## src/common/dtc_map.svh

```systemverilog
// Purpose: address map, bit positions and counts of the dual timer/counter
// Assumes: byte wide special function register port of the core
// Notes: definitions only
// Behaviour
// timer one gating bit 7 set: count only while gate pin high and run set
// timer zero gating bit 3 set: count only while gate pin high and run set
// timer one select bit 6: one counts count pin falls, zero counts machine cycles
// timer zero select bit 2: one counts count pin falls, zero counts machine cycles
// timer zero mode field in bits 1:0, timer one mode field in bits 5:4
// mode 10 counts low byte, reloads it from high byte on overflow
// control register bits 7..4 hold flag1, run1, flag0, run0; low nibble external
// mode 00 is a 13-bit count of high byte and low five bits
// overflow sets the flag; interrupt vectoring clears it
// mode 11 stops timer one; timer zero splits, high byte uses run1/flag1
// timer mode counts once per 12-clock machine cycle; run does not clear count
// mode 01 is a cascaded 16-bit count, flag set on rollover to zero
`ifndef DTC_MAP_SVH
`define DTC_MAP_SVH
`define DTC_ADDR_CONTROL 8'h88
`define DTC_ADDR_MODE 8'h89
`define DTC_ADDR_T0_LO 8'h8A
`define DTC_ADDR_T1_LO 8'h8B
`define DTC_ADDR_T0_HI 8'h8C
`define DTC_ADDR_T1_HI 8'h8D
`define DTC_RESET_BYTE 8'h00
`define DTC_MC_LAST 4'hB
`define DTC_MC_FIRST 4'h0
`define DTC_M_GATE1 7
`define DTC_M_SEL1 6
`define DTC_M_MODE1_HI 5
`define DTC_M_MODE1_LO 4
`define DTC_M_GATE0 3
`define DTC_M_SEL0 2
`define DTC_M_MODE0_HI 1
`define DTC_M_MODE0_LO 0
`define DTC_C_FLAG1 7
`define DTC_C_RUN1 6
`define DTC_C_FLAG0 5
`define DTC_C_RUN0 4
`define DTC_LOW13_TOP 4
`endif

```

## src/common/dtc_pkg.sv

```systemverilog
// Purpose: types of the dual timer/counter
// Assumes: nothing
// Notes: mode codes follow the mode field
`default_nettype none
package dtc_pkg;
   typedef enum logic [1:0] {
      DTC_MODE_13BIT = 2'h0,
      DTC_MODE_16BIT = 2'h1,
      DTC_MODE_RELOAD = 2'h2,
      DTC_MODE_SPLIT = 2'h3
   } dtc_mode_type;
   typedef struct packed {
      logic [7:0] addr;
      logic [7:0] wdata;
      logic wr;
      logic rd;
   } dtc_sfr_req_type;
   typedef struct packed {
      logic ext_gate_pin0;
      logic ext_gate_pin1;
      logic count_pin0;
      logic count_pin1;
   } dtc_pins_type;
   typedef struct packed {
      logic [7:0] hi;
      logic [7:0] lo;
      logic ovf;
   } dtc_step_type;
   typedef struct packed {
      logic [3:0] mc_count;
      logic [7:0] timer_mode_config;
      logic [7:0] timer_control;
      logic [7:0] timer0_low_byte;
      logic [7:0] timer0_high_byte;
      logic [7:0] timer1_low_byte;
      logic [7:0] timer1_high_byte;
      logic samp0;
      logic samp1;
      logic [7:0] rdata;
   } dtc_state_type;
endpackage
`default_nettype wire

```

## src/rtl/dtc_timer.sv

```systemverilog
// Purpose: mode and control logic of timer/counters zero and one
// Assumes: pins synchronous to ref_clk; read data one cycle after sfr rd
// Notes: software writes to count bytes win over a same-cycle increment
`include "dtc_map.svh"
`default_nettype none
module dtc_timer import dtc_pkg::*; (
   input wire logic ref_clk,
   input wire logic rst,
   input wire dtc_sfr_req_type sfr_req,
   output logic [7:0] sfr_rdata,
   input wire dtc_pins_type pins,
   input wire logic irq_ack0,
   input wire logic irq_ack1,
   output logic timer0_overflow_flag,
   output logic timer1_overflow_flag
);
   dtc_state_type s_q;
   dtc_state_type s_d;

   // one counting step for a timer in the given mode
   function automatic dtc_step_type step(input logic [1:0] mode, input logic [7:0] hi,
                                         input logic [7:0] lo, input logic inc);
      dtc_step_type r;
      logic [13:0] c13;
      logic [16:0] c16;
      logic [8:0] c8;
      r.hi = hi;
      r.lo = lo;
      r.ovf = 1'b0;
      c13 = {1'b0, hi, lo[`DTC_LOW13_TOP:0]} + 14'h0001;
      c16 = {1'b0, hi, lo} + 17'h00001;
      c8 = {1'b0, lo} + 9'h001;
      if (inc) begin
         case (dtc_mode_type'(mode))
            DTC_MODE_13BIT: begin
               r.hi = c13[12:5];
               r.lo = {lo[7:5], c13[4:0]};
               r.ovf = c13[13];
            end
            DTC_MODE_16BIT: begin
               r.hi = c16[15:8];
               r.lo = c16[7:0];
               r.ovf = c16[16];
            end
            DTC_MODE_RELOAD: begin
               r.lo = c8[8] ? hi : c8[7:0];
               r.ovf = c8[8];
            end
            default: begin
               r.lo = c8[7:0];
               r.ovf = c8[8];
            end
         endcase
      end
      return r;
   endfunction

   logic tick;
   logic fall0;
   logic fall1;
   logic run0;
   logic run1;
   logic inc0;
   logic inc1;
   logic split0;
   logic [1:0] mode0;
   logic [1:0] mode1;
   logic [8:0] hi0_split;
   dtc_step_type st0;
   dtc_step_type st1;

   always_comb begin
      s_d = s_q;
      tick = (s_q.mc_count == `DTC_MC_LAST);
      s_d.mc_count = tick ? `DTC_MC_FIRST : s_q.mc_count + 4'h1;
      mode0 = {s_q.timer_mode_config[`DTC_M_MODE0_HI],
               s_q.timer_mode_config[`DTC_M_MODE0_LO]};
      mode1 = {s_q.timer_mode_config[`DTC_M_MODE1_HI],
               s_q.timer_mode_config[`DTC_M_MODE1_LO]};
      split0 = (dtc_mode_type'(mode0) == DTC_MODE_SPLIT);
      // count pins sampled once per machine cycle, falling edge between samples
      fall0 = tick & s_q.samp0 & ~pins.count_pin0;
      fall1 = tick & s_q.samp1 & ~pins.count_pin1;
      if (tick) begin
         s_d.samp0 = pins.count_pin0;
         s_d.samp1 = pins.count_pin1;
      end
      run0 = s_q.timer_control[`DTC_C_RUN0] &
             (~s_q.timer_mode_config[`DTC_M_GATE0] | pins.ext_gate_pin0);
      run1 = s_q.timer_control[`DTC_C_RUN1] &
             (~s_q.timer_mode_config[`DTC_M_GATE1] | pins.ext_gate_pin1);
      inc0 = run0 & (s_q.timer_mode_config[`DTC_M_SEL0] ? fall0 : tick);
      inc1 = run1 & (s_q.timer_mode_config[`DTC_M_SEL1] ? fall1 : tick) &
             (dtc_mode_type'(mode1) != DTC_MODE_SPLIT);
      st0 = step(mode0, s_q.timer0_high_byte, s_q.timer0_low_byte, inc0);
      st1 = step(mode1, s_q.timer1_high_byte, s_q.timer1_low_byte, inc1);
      // split mode: high byte of timer zero counts machine cycles on run1
      hi0_split = {1'b0, s_q.timer0_high_byte} +
                  {8'h00, tick & s_q.timer_control[`DTC_C_RUN1]};
      s_d.timer0_low_byte = st0.lo;
      s_d.timer0_high_byte = split0 ? hi0_split[7:0] : st0.hi;
      s_d.timer1_low_byte = st1.lo;
      s_d.timer1_high_byte = st1.hi;
      // software access
      if (sfr_req.wr) begin
         case (sfr_req.addr)
            `DTC_ADDR_CONTROL: s_d.timer_control = sfr_req.wdata;
            `DTC_ADDR_MODE: s_d.timer_mode_config = sfr_req.wdata;
            `DTC_ADDR_T0_LO: s_d.timer0_low_byte = sfr_req.wdata;
            `DTC_ADDR_T0_HI: s_d.timer0_high_byte = sfr_req.wdata;
            `DTC_ADDR_T1_LO: s_d.timer1_low_byte = sfr_req.wdata;
            `DTC_ADDR_T1_HI: s_d.timer1_high_byte = sfr_req.wdata;
            default: ;
         endcase
      end
      // vectoring clears a flag; a same-cycle overflow still sets it
      if (irq_ack0) begin
         s_d.timer_control[`DTC_C_FLAG0] = 1'b0;
      end
      if (irq_ack1) begin
         s_d.timer_control[`DTC_C_FLAG1] = 1'b0;
      end
      if (st0.ovf) begin
         s_d.timer_control[`DTC_C_FLAG0] = 1'b1;
      end
      if ((split0 & hi0_split[8]) | (~split0 & st1.ovf)) begin
         s_d.timer_control[`DTC_C_FLAG1] = 1'b1;
      end
      if (sfr_req.rd) begin
         case (sfr_req.addr)
            `DTC_ADDR_CONTROL: s_d.rdata = s_q.timer_control;
            `DTC_ADDR_MODE: s_d.rdata = s_q.timer_mode_config;
            `DTC_ADDR_T0_LO: s_d.rdata = s_q.timer0_low_byte;
            `DTC_ADDR_T0_HI: s_d.rdata = s_q.timer0_high_byte;
            `DTC_ADDR_T1_LO: s_d.rdata = s_q.timer1_low_byte;
            `DTC_ADDR_T1_HI: s_d.rdata = s_q.timer1_high_byte;
            default: s_d.rdata = `DTC_RESET_BYTE;
         endcase
      end
   end

   always_ff @(posedge ref_clk or posedge rst) begin
      if (rst) begin
         s_q <= '0;
      end else begin
         s_q <= s_d;
      end
   end

   assign sfr_rdata = s_q.rdata;
   assign timer0_overflow_flag = s_q.timer_control[`DTC_C_FLAG0];
   assign timer1_overflow_flag = s_q.timer_control[`DTC_C_FLAG1];
endmodule
`default_nettype wire

```

## config.mk

```make
export PLATFORM = sky130hd
export DESIGN_NAME = dtc_timer
export DESIGN_NICKNAME = d
export VERILOG_FILES = /design/src/common/dtc_pkg.sv /design/src/rtl/dtc_timer.sv
export VERILOG_INCLUDE_DIRS = /design/src /design/src/common
export SDC_FILE = /design/constraint.sdc
export NUM_CORES = 1
export LEC_CHECK = 0
export BUFFER_PORTS_ARGS = -buffer_cell sky130_fd_sc_hd__buf_2
export CAP_MARGIN = 10
export CORE_MARGIN = 3
export CORE_UTILIZATION = 35
export DETAILED_ROUTE_END_ITERATION = 12
export PLACE_DENSITY_LB_ADDON = 0.3
export RECOVER_POWER = 50
export SYNTH_ARGS = -nofsm -noshare
export SYNTH_HDL_FRONTEND = slang
export SYNTH_SLANG_ARGS = --single-unit
```

## constraint.sdc

```tcl
create_clock -name ref_clk -period 3 [get_ports ref_clk]
set_input_delay 0.3 -clock ref_clk [delete_from_list [all_inputs] [get_ports ref_clk]]
set_output_delay 0.3 -clock ref_clk [all_outputs]
set_load 0.1 [all_outputs]
```

Word level (Yosys, flattened, before mapping)
Cells that the tools add are included.
W data, S select, Z words.
Word-level totals
  flip-flop bits (word level): 62
  input bits: 26
  output and inout bits: 10
  logic and storage cells: 86
Operators by class
  $add $sub $neg: 8
  eq/ne operators: 13
  muxes and demuxes: 23
  bitwise logic cells: 20
  reductions and logical operators: 10
Operator list (number)
  $mux W8: 8
  $pmux W9 S3: 2
  $eq A8 B8 Y1 const B: 6
  $pmux W8 S6: 1
  $mux W40: 1
  $add A16 B1 Y17 const B: 2
  $mux W17: 2
  $pmux W8 S2: 2
  $add A13 B1 Y14 const B: 2
  $add A8 B1 Y9 const B: 2
  $and A1 B1 Y1: 12
  $reduce_bool A3 Y1: 4
  $add A8 B1 Y9: 1
  $reduce_and A2 Y1: 4
  $eq A2 B2 Y1 const B: 3
  $mux W1: 6
  $not A1 Y1: 5
  $add A4 B1 Y4 const B: 1
  $eq A2 B1 Y1 const B: 2
  $eq A4 B4 Y1 const B: 1
  $logic_not A2 Y1: 2
  $mux W4: 1
  $or A1 B1 Y1: 3
  $ne A2 B2 Y1 const B: 1

Logic depth before layout (Yosys ltp)
  word-level depth: 11
  mapped depth: 10

Worst setup path before layout
No wires, ideal clock.
  kind: reg-to-reg
  from: register s_q[58] (netlist bit)
  to: register s_q[28] (netlist bit)
  library setup time: 134 ps
  arrival time: 2135 ps
  required time: 2866 ps
  setup slack: 731 ps
  cell stages (with the launch flop): 11
  clock period less this slack: 2269 ps
  cell sequence: dfrtp_1 ha_1 and3b_2 and2_2 ha_1 ha_1 xor2_1 nand2_1 o21ai_0 a222oi_1 a21oi_1
RTL lines
  start, declared: line dtc_timer.sv:17  | dtc_state_type s_q;
  start signal, assigned: line dtc_timer.sv:144  | s_q <= '0;
  start signal, assigned: line dtc_timer.sv:146  | s_q <= s_d;

==> metrics.txt <==
# TYPE chip_impl_metric gauge
chip_impl_metric{name="hold_buffers",unit=""} 0
chip_impl_metric{name="yosysWarningCount",unit=""} 0
chip_impl_info{name="timing.hold.worst.start",value="irq_ack0"} 1
chip_impl_metric{name="setup_ws",unit="ns"} 0.3944
chip_impl_metric{name="first_global_vias",unit=""} 3937
chip_impl_metric{name="critical_path_peak_fanout",unit=""} 14
chip_impl_metric{name="pre_cts_setup_slack",unit="ns"} 0.4403
chip_impl_metric{name="synth.avg_cell_area",unit="sq um"} 8.783
chip_impl_metric{name="postRouteWirelength",unit="um"} 13630
chip_impl_info{name="r2r-start",value="s_q[58]$_DFF_PP0_"} 1
chip_impl_info{name="worst_path_max_delay_cell",value="sky130_fd_sc_hd__dfrtp_1"} 1
chip_impl_info{name="final_common_cell",value="sky130_fd_sc_hd__dfrtp_1"} 1
chip_impl_metric{name="post_drt_via_cell_ratio",unit=""} 5.984
chip_impl_info{name="hold_path.class",value="input port to flop"} 1
chip_impl_metric{name="antenna_left",unit=""} 0
chip_impl_metric{name="synth.ff_latch_count",unit=""} 62
chip_impl_metric{name="wire_length_of_the_first_global_routing_pass",unit="um"} 21300
chip_impl_info{name="crit_start_category",value="flop"} 1
chip_impl_metric{name="detail_route.first_pass.iterations",unit=""} 7
chip_impl_metric{name="setup_tns",unit="ns"} 0
chip_impl_info{name="cts_tree",value="built"} 1
chip_impl_metric{name="design.final.nets",unit=""} 546
chip_impl_metric{name="grt_max_degree",unit=""} 41
chip_impl_info{name="crit_path_cell_trace",value="ha_1 > and3b_2 > and2_2 > ha_1 > ha_1 > xor2_1 > nand2_1 > o21ai_0 > a222oi_1 > a21oi_1"} 1
chip_impl_metric{name="cpPeakStageDelay",unit="ns"} 0.39
chip_impl_metric{name="setup_buffers_after_cts",unit=""} 0
chip_impl_metric{name="io-pin-count",unit=""} 36
chip_impl_metric{name="max-slew-margin-rel",unit=""} -0.5081
chip_impl_metric{name="cp.arrival",unit="ns"} 2.81
chip_impl_metric{name="critical_path_buf_inv_count",unit=""} 0
chip_impl_metric{name="worst_clock_skew",unit="ns"} 0.006550
chip_impl_info{name="ys_dominant_reg_cell",value="sky130_fd_sc_hd__dfrtp_1"} 1
chip_impl_metric{name="vias",unit=""} 4111
chip_impl_metric{name="timing.reg2reg.setup_slack",unit="ns"} 0.39
chip_impl_metric{name="placement.io_buffers",unit=""} 35
chip_impl_metric{name="die_w",unit="um"} 118.2
chip_impl_metric{name="synth_edf_count",unit=""} 0
chip_impl_info{name="rsz_0062_raised_after_global_routing",value="false"} 1
chip_impl_metric{name="cp_data_required_time",unit="ns"} 3.20
chip_impl_metric{name="core.rowCount",unit=""} 40
chip_impl_metric{name="synthCells",unit=""} 502
chip_impl_metric{name="place_congestion",unit=""} 0.9199
chip_impl_metric{name="globalRoute.totalOverflow",unit=""} 0
chip_impl_metric{name="dpl.hpwl",unit="um"} 9937
chip_impl_metric{name="detail_route.drc_violations",unit=""} 0
chip_impl_metric{name="cts.repair.resized",unit=""} 0
chip_impl_metric{name="netlist_area",unit="sq mm"} 0.004409
chip_impl_info{name="clock-root-buffer",value="sky130_fd_sc_hd__clkbuf_16"} 1
chip_impl_info{name="outcome",value="complete, but fails checks"} 1
chip_impl_metric{name="grt.total_usage",unit=""} 0.1936
chip_impl_metric{name="synth.yosys.seq_area_share",unit=""} 0.3519
chip_impl_metric{name="worstRegToRegCells",unit=""} 10
chip_impl_metric{name="areaGrowthSynthToFinish",unit="%"} 10.95
chip_impl_info{name="endpoint_kind",value="flop"} 1
chip_impl_info{name="worst-setup-path-type",value="flop to flop"} 1
chip_impl_metric{name="cts.clk_slew.worst_paths",unit="ns"} 0.05
chip_impl_info{name="layout.cells.most_common_list",value="62 x sky130_fd_sc_hd__dfrtp_1, 55 x sky130_fd_sc_hd__nand2_1, 38 x sky130_fd_sc_hd__nor2_1"} 1
chip_impl_metric{name="core_region_area",unit="sq mm"} 0.01216
chip_impl_metric{name="cts_inserted_buffers",unit=""} 9
chip_impl_info{name="failed_checks",value="capacitance limit, slew limit"} 1
chip_impl_metric{name="max-clock-path-buffers",unit=""} 2
chip_impl_metric{name="finalCriticalPeriod",unit="ns"} 2.606
chip_impl_metric{name="final_hold_viol_count",unit=""} 0
chip_impl_metric{name="clkLatencyLatePin",unit="ns"} 0.34
chip_impl_info{name="cp_common_cell",value="sky130_fd_sc_hd__ha_1"} 1
chip_impl_metric{name="fmax",unit="MHz"} 383.8
chip_impl_metric{name="hold_path_depth",unit=""} 2
chip_impl_metric{name="wl_per_cell",unit="um"} 19.83
chip_impl_metric{name="clock-sinks",unit=""} 62
chip_impl_metric{name="power.total",unit="mW"} 2.372
chip_impl_metric{name="timing.max_cap.violations",unit=""} 1
chip_impl_metric{name="final.period_utilization",unit=""} 0.8685
chip_impl_metric{name="timing.final.setup_violations",unit=""} 0
chip_impl_metric{name="synth_cell_types",unit=""} 74
chip_impl_metric{name="layout-drive-gt1-share",unit=""} 0.2042
chip_impl_metric{name="synth-async-reset-ratio",unit=""} 1.000
chip_impl_metric{name="worst_pin_slew",unit="ns"} 2.262
chip_impl_metric{name="num_antenna_cells",unit=""} 0
chip_impl_info{name="hold-path-endpoint",value="timer0_overflow_flag$_DFFE_PP0P_"} 1
chip_impl_metric{name="power.density",unit="mW/mm^2"} 484.8
chip_impl_metric{name="max_slew_violation_total_from_the_final_report",unit=""} 41
chip_impl_metric{name="antenna_found_initial",unit=""} 0
chip_impl_metric{name="vdd_drop_max",unit="uV"} 291.8
chip_impl_metric{name="cellLeakagePower",unit="nW"} 1.981
chip_impl_info{name="crit_family",value="adder cells"} 1
chip_impl_metric{name="die_area",unit="sq mm"} 0.01398
chip_impl_metric{name="synth_fp_nets",unit=""} 533
chip_impl_metric{name="floorplan.die.height",unit="um"} 118.2
chip_impl_metric{name="first_iter_violations",unit=""} 564
chip_impl_metric{name="starting_density_of_the_core",unit=""} 0.3626
chip_impl_info{name="r2r-end",value="s_q[28]$_DFF_PP0_"} 1
chip_impl_metric{name="clock_tree.htree_level_count",unit=""} 3
[cell type report]
cell class | instances | area (sq um)
Sequential cell | 62 | 1551
Fill cell | 1218 | 7269
Multi-Input combinational cell | 385 | 2570
Tap cell | 168 | 210.2
Timing Repair Buffer | 41 | 212.7
Inverter | 16 | 60.06
Clock buffer | 15 | 287.8
[Yosys cell counts (all sizes together), types with 4 or more instances]
| cell | n | share of area |
|---|---|---|
| nor3 | 16 | 0.020 |
| inv | 14 | 0.012 |
| clkbuf | 9 | 0.0077 |
| a22oi | 11 | 0.020 |
| nand4 | 16 | 0.028 |
| a222oi | 9 | 0.020 |
| nand2b | 4 | 0.0074 |
| nor4 | 4 | 0.0057 |
| a211oi | 5 | 0.011 |
| nand3 | 17 | 0.019 |
| o22ai | 5 | 0.0071 |
| o21ai | 25 | 0.028 |
| buf | 30 | 0.044 |
| ha | 5 | 0.014 |
| nand2 | 58 | 0.051 |
| xnor2 | 15 | 0.030 |
| or2 | 4 | 0.0057 |
| a31oi | 16 | 0.024 |
| dfrtp | 62 | 0.35 |
| o21a | 4 | 0.0068 |
| and2 | 8 | 0.012 |
| nor2 | 40 | 0.035 |
| mux2 | 22 | 0.060 |
| mux2i | 5 | 0.011 |
| a21oi | 31 | 0.037 |
| and3 | 14 | 0.020 |
[worst max path at each step]
stage / start / to / cells past startpoint
4_1_cts: s_q[58]$_DFF_PP0_ / s_q[28]$_DFF_PP0_ / 10
3_3_place_gp: s_q[58]$_DFF_PP0_ / s_q[28]$_DFF_PP0_ / 10
3_5_place_dp: s_q[58]$_DFF_PP0_ / s_q[28]$_DFF_PP0_ / 10
2_1_floorplan: s_q[58]$_DFF_PP0_ / s_q[28]$_DFF_PP0_ / 10
5_1_grt: s_q[58]$_DFF_PP0_ / s_q[31]$_DFF_PP0_ / 10
6_report: s_q[58]$_DFF_PP0_ / s_q[28]$_DFF_PP0_ / 10
[sequential cells by signal, indices dropped and copies added, names as in the netlist]
register	cells
s_q	48
mode0	2
mode1	2
sfr_rdata	8
timer1_overflow_flag	1
timer0_overflow_flag	1
[metrics by stage]
stage                     hold slack [ns]  instances    util  cell area (sq um)
after floorplan                    0.4089        502       -               4409
after global placement             0.3575        672  0.3792               4612
after detailed placement           0.3653        672  0.3792               4612
after CTS                        0.005190        687  0.4029               4900
after global routing               0.1537        687  0.4023               4892
final                              0.1507        687  0.4023               4892
[report_power, final]
group	internal, mW	switching [mW]	total [mW]
combinational	0.120	0.214	0.334
sequential	0.895	0.127	1.02
clock	0.645	0.371	1.02
[per-layer routing]
metal | share of wire | GRT usage | vias to the layer above
met5 | 0 | 0 | -
met4 | 0.034 | 0.07985 | 0
met3 | 0.078 | 0.04833 | 35
met2 | 0.44 | 0.2883 | 187
met1 | 0.44 | 0.2675 | 1993
li1 | - | - | 1896
[kinds of logic (layout without fill, tap and decap cells)]
logic type	count (synthesis)	in the layout	share of synthesized area
AND/OR/NAND/NOR	197	197	0.2389
adder cells (fa/ha/maj)	6	6	0.01646
multiplexers	27	27	0.07179
buffers and inverters	55	72	0.06527
flip-flops	62	62	0.3519
AO/OA/AOI/OAI	138	138	0.2219
XOR/XNOR	17	17	0.03377
[worst reg2reg max path: stages (launching register included)]
cell and delay (ns):
sky130_fd_sc_hd__dfrtp_1 0.39, sky130_fd_sc_hd__ha_1 0.23, sky130_fd_sc_hd__and3b_2 0.33, sky130_fd_sc_hd__and2_2 0.28, sky130_fd_sc_hd__ha_1 0.25, sky130_fd_sc_hd__ha_1 0.23, sky130_fd_sc_hd__xor2_1 0.14, sky130_fd_sc_hd__nand2_1 0.08
sky130_fd_sc_hd__o21ai_0 0.08, sky130_fd_sc_hd__a222oi_1 0.34, sky130_fd_sc_hd__a21oi_1 0.12
Note: power is estimated with default switching activity, not from simulation.
